[config.mk]
export PLATFORM = sky130hd
export DESIGN_NAME = pafo_port
export DESIGN_NICKNAME = d
export VERILOG_FILES = /design/src/pafo_port.v
export VERILOG_INCLUDE_DIRS = /design/src
export SDC_FILE = /design/constraint.sdc
export NUM_CORES = 1
export LEC_CHECK = 0
export ABC_AREA = 0
export BUFFER_PORTS_ARGS = -buffer_cell sky130_fd_sc_hd__buf_2
export CELL_PAD_IN_SITES_DETAIL_PLACEMENT = 2
export CELL_PAD_IN_SITES_GLOBAL_PLACEMENT = 2
export CORE_UTILIZATION = 22
export DETAILED_ROUTE_END_ITERATION = 16
export GPL_ROUTABILITY_DRIVEN = 0
export GPL_TIMING_DRIVEN = 0
export PLACE_DENSITY = 0.82
export REMOVE_ABC_BUFFERS = 1
export SYNTH_ARGS = -nofsm -noshare
export SYNTH_HDL_FRONTEND = slang
export SYNTH_SLANG_ARGS = --single-unit
export TNS_END_PERCENT = 100
[constraint.sdc]
create_clock -name pclk -period 2 [get_ports pclk]
set_clock_uncertainty 0.15 [all_clocks]
set_input_delay 0 -clock pclk [delete_from_list [all_inputs] [get_ports pclk]]
set_output_delay 0 -clock pclk [all_outputs]
set_load 0.02 [all_outputs]
[src/pafo_defines.vh]
// Purpose: shared constants for the pin override port block
// Assumes: 32-bit apb data, one aligned word per register
// Notes: offsets are byte addresses
`ifndef PAFO_DEFINES_VH
`define PAFO_DEFINES_VH

`define PAFO_ADDR_W 4
`define PAFO_OFF_DRIVE 4'h0
`define PAFO_OFF_LEVEL 4'h4
`define PAFO_OFF_SAMPLE 4'h8
`define PAFO_OFF_CTRL 4'hC

`define PAFO_CTRL_PULLOFF_BIT 0
`define PAFO_CTRL_SLEEP_BIT 1

`define PAFO_RST_DRIVE 1'h0
`define PAFO_RST_LEVEL 1'h0
`define PAFO_RST_PULLOFF 1'h0
`define PAFO_RST_SAMPLE 1'h0

`define PAFO_DATA_W 32
`define PAFO_ZERO_WORD 32'h0000_0000

`endif

[src/pafo_port.v]
// Purpose: general-purpose port with per-pin alternate function override
// Assumes: pad and peripheral inputs synchronous to pclk except pad_in
// Notes: overrides other than toggle act combinationally; registers read back stored values, except the control sleep bit, which reads sleep_ctrl live
// Notes on behaviour
// - override enable selects pull-up from override value, else normal pull-up logic.
// - with pull-up override, value one turns pull-up on, zero off.
// - direction override enable selects output enable from override path, else drive bit.
// - with direction override, value one enables driver, zero disables it.
// - level override plus enabled output drives override value, else stored level bit.
// - toggle override inverts the stored level bit of that pin.
// - input gate override selects gate from override value, else run/sleep state.
// - with input gate override, gate follows override value regardless of sleep.
// - schmitt tap goes out before the synchroniser; peripheral syncs it itself.
// - analog pad net passes straight through with no digital gating.
// - normal pull-up on only for input, level one, global pull-up not off.
// - pin sampled by a low-phase latch then rising-edge register.
// - writing one to sample register bit inverts the level bit; zero ignored.
// - sleep without override clamps the digital input low.
`timescale 1ns/10ps
`default_nettype none
`include "pafo_defines.vh"

module pafo_port #(
  parameter PINS = 8
) (
  // clock and reset
  input wire pclk,
  input wire presetn,
  // apb slave
  input wire psel,
  input wire penable,
  input wire pwrite,
  input wire [`PAFO_ADDR_W-1:0] paddr,
  input wire [`PAFO_DATA_W-1:0] pwdata,
  output wire pready,
  output wire pslverr,
  output wire [`PAFO_DATA_W-1:0] prdata,
  // power manager
  input wire sleep_ctrl,
  // peripheral override controls
  input wire [PINS-1:0] pullup_override_en,
  input wire [PINS-1:0] pullup_override_val,
  input wire [PINS-1:0] drive_select_override_en,
  input wire [PINS-1:0] drive_select_override_val,
  input wire [PINS-1:0] out_level_override_en,
  input wire [PINS-1:0] out_level_override_val,
  input wire [PINS-1:0] toggle_override_en,
  input wire [PINS-1:0] input_gate_override_en,
  input wire [PINS-1:0] input_gate_override_val,
  // peripheral input tap
  output wire [PINS-1:0] schmitt_input_tap,
  // pad side
  input wire [PINS-1:0] pad_in,
  output wire [PINS-1:0] pad_out,
  output wire [PINS-1:0] pad_oe,
  output wire [PINS-1:0] pad_pullup_en,
  output wire [PINS-1:0] pad_input_en,
  // analog path
  input wire [PINS-1:0] analog_pad_in,
  output wire [PINS-1:0] analog_pad_net
);

  // width of the read bits above the pins
  localparam PAD_W = `PAFO_DATA_W - PINS;

  // per-pin state lives in g_pin; these vectors gather it for read-back
  wire [PINS-1:0] port_drive_bits;
  wire [PINS-1:0] port_level_bits;
  wire [PINS-1:0] port_sampled_bits;
  reg global_pullup_off_reg;

  // bus side
  reg [`PAFO_DATA_W-1:0] prdata_reg;
  reg [`PAFO_DATA_W-1:0] rd_word;
  reg slverr_reg;
  reg addr_ok;
  wire setup_ph;
  wire wr_acc;
  wire wr_drive;
  wire wr_level;
  wire wr_sample;
  wire wr_ctrl;
  wire [PINS-1:0] wr_bits;
  wire [`PAFO_DATA_W-1:0] drive_word;
  wire [`PAFO_DATA_W-1:0] level_word;
  wire [`PAFO_DATA_W-1:0] sample_word;

  // pin side
  wire [PINS-1:0] dig_in_en;
  wire [PINS-1:0] gated_in;

  // apb: data is captured in the setup cycle so the access phase has no wait
  assign setup_ph = psel & ~penable;
  assign wr_acc = psel & penable & pwrite & ~slverr_reg;
  assign pready = 1'h1;
  assign pslverr = psel & penable & slverr_reg;
  assign prdata = prdata_reg;

  // one strobe per register, all behind the refused-address gate in wr_acc
  assign wr_drive = wr_acc & (paddr == `PAFO_OFF_DRIVE);
  assign wr_level = wr_acc & (paddr == `PAFO_OFF_LEVEL);
  assign wr_sample = wr_acc & (paddr == `PAFO_OFF_SAMPLE);
  assign wr_ctrl = wr_acc & (paddr == `PAFO_OFF_CTRL);
  assign wr_bits = pwdata[PINS-1:0];

  // read words; bits above the pin count read as zero
  assign drive_word = {{PAD_W{1'h0}}, port_drive_bits};
  assign level_word = {{PAD_W{1'h0}}, port_level_bits};
  assign sample_word = {{PAD_W{1'h0}}, port_sampled_bits};

  // address check kept apart from the read mux; it also gates writes
  always @* begin
    case (paddr)
      `PAFO_OFF_DRIVE, `PAFO_OFF_LEVEL, `PAFO_OFF_SAMPLE, `PAFO_OFF_CTRL: begin
        addr_ok = 1'h1;
      end
      default: begin
        addr_ok = 1'h0;
      end
    endcase
  end

  always @* begin
    rd_word = `PAFO_ZERO_WORD;
    case (paddr)
      `PAFO_OFF_DRIVE: begin
        rd_word = drive_word;
      end
      `PAFO_OFF_LEVEL: begin
        rd_word = level_word;
      end
      `PAFO_OFF_SAMPLE: begin
        rd_word = sample_word;
      end
      `PAFO_OFF_CTRL: begin
        rd_word[`PAFO_CTRL_PULLOFF_BIT] = global_pullup_off_reg;
        rd_word[`PAFO_CTRL_SLEEP_BIT] = sleep_ctrl;
      end
      default: begin
        rd_word = `PAFO_ZERO_WORD;
      end
    endcase
  end

  // read data is loaded at the setup edge and holds until the next setup
  always @(posedge pclk or negedge presetn) begin
    if (!presetn) begin
      prdata_reg <= `PAFO_ZERO_WORD;
    end else if (setup_ph) begin
      prdata_reg <= pwrite ? `PAFO_ZERO_WORD : rd_word;
    end
  end

  always @(posedge pclk or negedge presetn) begin
    if (!presetn) begin
      slverr_reg <= 1'h0;
    end else if (setup_ph) begin
      slverr_reg <= ~addr_ok;
    end
  end

  // control register: only the global pull-up switch is writable
  always @(posedge pclk or negedge presetn) begin
    if (!presetn) begin
      global_pullup_off_reg <= `PAFO_RST_PULLOFF;
    end else if (wr_ctrl) begin
      global_pullup_off_reg <= pwdata[`PAFO_CTRL_PULLOFF_BIT];
    end
  end

  // clamped low when the gate is closed so a floating pad causes no leakage
  assign gated_in = pad_in & dig_in_en;
  assign pad_input_en = dig_in_en;
  assign schmitt_input_tap = gated_in;

  // no digital logic on the analog net
  assign analog_pad_net = analog_pad_in;

  // everything below repeats per pin with no cross-pin terms, so an override
  // on one pin never reaches another
  genvar i;
  generate
    for (i = 0; i < PINS; i = i + 1) begin : g_pin
      // stored state
      reg drive_reg;
      reg level_reg;
      reg level_next;
      reg latch_reg;
      reg sampled_reg;

      // combinational selects
      reg pu_norm;
      reg pullup_sel;
      reg oe_sel;
      reg out_sel;
      reg gate_sel;

      // direction bit
      always @(posedge pclk or negedge presetn) begin
        if (!presetn) begin
          drive_reg <= `PAFO_RST_DRIVE;
        end else if (wr_drive) begin
          drive_reg <= wr_bits[i];
        end
      end

      // level bit: direct write, software toggle and peripheral toggle all
      // apply, so a toggle in the same cycle as a write is not lost
      always @* begin
        level_next = level_reg;
        if (wr_level) begin
          level_next = wr_bits[i];
        end
        if (wr_sample) begin
          level_next = level_next ^ wr_bits[i];
        end
        if (toggle_override_en[i]) begin
          level_next = ~level_next;
        end
      end

      always @(posedge pclk or negedge presetn) begin
        if (!presetn) begin
          level_reg <= `PAFO_RST_LEVEL;
        end else begin
          level_reg <= level_next;
        end
      end

      // normal pull-up: input, level one, not switched off globally
      always @* begin
        if (!drive_reg && level_reg && !global_pullup_off_reg) begin
          pu_norm = 1'h1;
        end else begin
          pu_norm = 1'h0;
        end
      end

      always @* begin
        if (pullup_override_en[i]) begin
          pullup_sel = pullup_override_val[i];
        end else begin
          pullup_sel = pu_norm;
        end
      end

      // output enable
      always @* begin
        if (drive_select_override_en[i]) begin
          oe_sel = drive_select_override_val[i];
        end else begin
          oe_sel = drive_reg;
        end
      end

      // driven level: the level override only counts while the driver is on
      always @* begin
        if (out_level_override_en[i] && oe_sel) begin
          out_sel = out_level_override_val[i];
        end else begin
          out_sel = level_reg;
        end
      end

      // digital input gate
      always @* begin
        if (input_gate_override_en[i]) begin
          gate_sel = input_gate_override_val[i];
        end else begin
          gate_sel = ~sleep_ctrl;
        end
      end

      // sampler: low-phase latch modelled on the falling edge, then rising
      // edge, giving a half to one and a half cycle lag; latch feeds only the
      // register
      always @(negedge pclk or negedge presetn) begin
        if (!presetn) begin
          latch_reg <= `PAFO_RST_SAMPLE;
        end else begin
          latch_reg <= gated_in[i];
        end
      end

      always @(posedge pclk or negedge presetn) begin
        if (!presetn) begin
          sampled_reg <= `PAFO_RST_SAMPLE;
        end else begin
          sampled_reg <= latch_reg;
        end
      end

      // gather for read-back and pads
      assign port_drive_bits[i] = drive_reg;
      assign port_level_bits[i] = level_reg;
      assign port_sampled_bits[i] = sampled_reg;
      assign pad_pullup_en[i] = pullup_sel;
      assign pad_oe[i] = oe_sel;
      assign pad_out[i] = out_sel;
      assign dig_in_en[i] = gate_sel;
    end
  endgenerate

endmodule // pafo_port

`default_nettype wire

Word level (Yosys, flattened, before mapping)
Index checks and enable logic that the tools add are counted.
W data, S select, Z words.
- word-level logic and storage cells: 171
- register bits: 66
- output and inout bits: 82
- input bits: 130
- equality and inequality tests: 3
- reductions and logical operators: 35
- multiplexer cells: 68
- bitwise operators: 30
- operators with widths (kind ; number):
    $mux W1 ; 65
    $mux W32 ; 1
    $logic_and A1 B1 Y1 ; 24
    $pmux W6 S3 ; 1
    $not A1 Y1 ; 12
    $and A1 B1 Y1 ; 9
    $logic_not A1 Y1 ; 9
    $and A8 B8 Y8 ; 1
    $eq A4 B4 Y1 const B ; 2
    $pmux W2 S4 ; 1
    $xor A1 B1 Y1 ; 8
    $eq A4 B3 Y1 const B ; 1
    $logic_not A4 Y1 ; 1
    $reduce_or A4 Y1 ; 1

Logic depth before layout (Yosys ltp)
- depth after elaboration: 9
- gate-level depth with buffers: 6
- mapped depth without buffers: 4

==> results_dict.tcl <==
set metrics [dict create \
    syn_to_final_growth_pct 29.1 \
    finalSetupViolCount 0 \
    arrival_ns 1.91 \
    viasPerCell 4.40 \
    period_needed_ns 1.93 \
    fin_crit_sh_pct 96.4 \
    slowest_stage "dfrtp_1" \
    yosysWarningCount 0 \
    end_kind "flop" \
    synth_area_um2 3030 \
    place_hpwl_um 7180 \
    drive_gt1_share_pct 42.6 \
    num_io_pins 212 \
    p_leak_nw 1.99 \
    nFillCells 1543 \
    finalHoldViolCount 34 \
    overflow 0 \
    cts_buffers 5 \
    synthCells 313 \
    clk_path_buf_depth 2 \
    grt_usage_pct 13.6 \
    r2r-start "slverr_reg" \
    cts_sinks 42 \
    rsz0062_at_grt "true" \
    finalHoldWorstSlack_ns -0.276 \
    cp_max_fo 4 \
    final_util_pct 29.3 \
    drc 0 \
    clk_pin_slew_ns 0.06 \
    critPathKind "reg2reg" \
    worst_pin_slew_ns 1.01 \
    io_buffers 146 \
    power.density_nw_per_um2 819 \
    critPathBufInv 1 \
    cp-start-kind "flop" \
    slowest_delay_ns 0.39 \
    h-tree-depth 2 \
    first_pass_iters 4 \
    grt_first_pass_wirelength_um 15200 \
    grt_pass1_vias 2886 \
    max-cap-violations 0 \
    status "finished with violations" \
    final_nets 566 \
    fmax_mhz 518 \
    violations "hold timing" \
    hp-class "in2async" \
    wl_per_cell_um 15.9 \
    cts_root_buf "clkbuf_16" \
    ys_seq_area_share_pct 34.7 \
    cts_tree "built" \
    crit_chain "nand4b_1, buf_4, o41ai_1, a211oi_1, xor2_1" \
    startpoint "slverr_reg" \
    grt_max_degree 43 \
    ys_ff_latch 42 \
    power_mw 3.21 \
    antenna_found_initial 0 \
    timing.slew.headroom_pct 32.5 \
    antenna_left 0 \
    peakVddDrop_v 0.000302 \
    ctsHoldBuffers 25 \
    totalWireLength_um 9740 \
    path_delay_family "compound AO/OA/AOI/OAI gates" \
    core_um2 13300 \
    vias 2695 \
    start_util_pct 22.7 \
    dieArea_um2 14300 \
    ys_types 42 \
    drtIter0Drc 87 \
    finalMaxSlewViolations 0 \
    required_ns 1.98 \
    rows 42 \
    die_h_um 119 \
    die-width_um 119 \
    avgSynthCellArea_um2 9.69 \
    clkLatencyLatePin_ns 0.30 \
    antenna_cells 0 \
]
-- metrics by stage --
step / hold slack (ns) / instance area (µm²) / TNS, ns / worst slack (ns) / std cells
detailed placement: -0.150 / 3500 / -5.05 / -0.416 / 577
finish: -0.276 / 3920 / 0 / 0.0710 / 613
global route: -0.200 / 3920 / -0.0226 / -0.0204 / 613
CTS: -0.233 / 3910 / 0 / 0.0688 / 613
global placement: -0.150 / 3500 / -4.29 / -0.383 / 577
floorplan: -0.446 / 2550 / -0.0403 / -0.0403 / 255
-- cell usage after synthesis --
library cell	instances	area share [%]
nand4b_1	1	0.29
and3_1	1	0.21
buf_6	2	0.74
a21boi_2	1	0.37
o32ai_1	6	1.7
xor2_1	8	2.3
or3b_1	1	0.29
and4b_1	1	0.33
nand2_1	28	3.5
a31o_2	2	0.58
nand4_1	1	0.21
a21oi_1	2	0.33
dfrtp_1	34	28
buf_4	66	16
and2_1	8	1.7
mux2_2	15	5.6
a221oi_2	1	0.50
dfrtn_1	8	6.6
conb_1	2	0.25
clkbuf_1	9	1.1
or3_1	2	0.41
or2_1	2	0.41
buf_2	4	0.66
nand3_1	2	0.33
mux2_4	8	4.0
a32o_1	2	0.66
nor2b_1	1	0.21
nand3b_1	8	2.0
o31ai_1	2	0.50
a22o_1	8	2.3
nand2b_1	7	1.4
a31oi_1	6	1.2
mux2i_1	13	4.3
nor2_1	9	1.1
inv_1	9	1.1
o41ai_1	8	2.3
a211oi_1	6	1.5
mux4_2	2	1.5
o21ai_0	14	2.3
nor3_1	1	0.16
or3_4	1	0.37
a221oi_1	1	0.29
-- per-layer routing --
metal	track usage [%]	wire [µm]	up-vias
li1	-	-	1260
met1	16.5	4060	1314
met2	24.3	5040	107
met3	2.06	482	14
met4	4.53	163	0
met5	0	0	-
-- cell usage in the layout (no fill, tap or decap), types with 8 or more instances in the layout --
cell type	netlist	final
mux2i_1	13	13
nand3b_1	8	8
a22o_1	8	8
and2_1	8	8
nor2_1	9	9
buf_2	4	146
conb_1	2	25
xor2_1	8	8
mux2_4	8	8
dlygate4sd3_1	0	25
dfrtp_1	34	34
mux2_2	15	15
nand2_1	28	28
inv_1	9	9
dfrtn_1	8	8
o21ai_0	14	14
-- final timing paths --
| check | slack, ns | to | cells past startpoint |
|---|---|---|---|
| setup / recovery | 0.07 | g_pin[5].level_reg | 5 |
| hold / removal | -0.28 | g_pin[0].drive_reg | 1 |
| setup reg to reg | 0.07 | g_pin[5].level_reg | 5 |
| hold reg to reg | 0.36 | prdata[7] | 1 |
| max in group asynchronous | 0.49 | g_pin[7].latch_reg | 1 |
| min in group pclk | 0.14 | pad_pullup_en[0] | 3 |
-- worst register-to-register path: stages, from the launching register on --
cell	delay, ns
dfrtp_1	0.39
nand4b_1	0.32
buf_4	0.25
o41ai_1	0.30
a211oi_1	0.16
xor2_1	0.20
-- power breakdown --
group	switching (mW)	leakage (nW)	internal [mW]
Sequential	0.186	0.544	0.984
Clock	0.305	0.0652	0.464
Combinational	0.711	1.38	0.557
-- layout make-up --
type / count / area [µm²] / area share, %
Multi-Input combinational cell: 204 / 1470 / 37.6
Sequential cell: 42 / 1050 / 26.8
Timing Repair Buffer: 174 / 1000 / 25.6
Tap cell: 176 / 220 / 5.62
Clock buffer: 8 / 136 / 3.48
Inverter: 9 / 33.8 / 0.863
-- cells by family after synthesis --
logic type             after synthesis  share of synthesized area, %
multiplexers                        38                          15.3
other                                2                         0.248
XOR/XNOR                             8                          2.31
buffers and inverters               90                          20.0
flip-flops                          42                          34.7
AO/OA/AOI/OAI                       59                          14.6
AND/OR/NAND/NOR                     74                          12.9
-- repair_timing --
| action | in CTS | in global routing |
|---|---|---|
| setup buffers | 3 | 0 |
| resized for setup | 0 | 2 |
| hold endpoints to repair | 61 | 34 |
| endpoints found under the setup margin | 16 | 6 |
| pin swaps | 0 | 0 |
No activity file was read; power rests on OpenSTA's default activity.
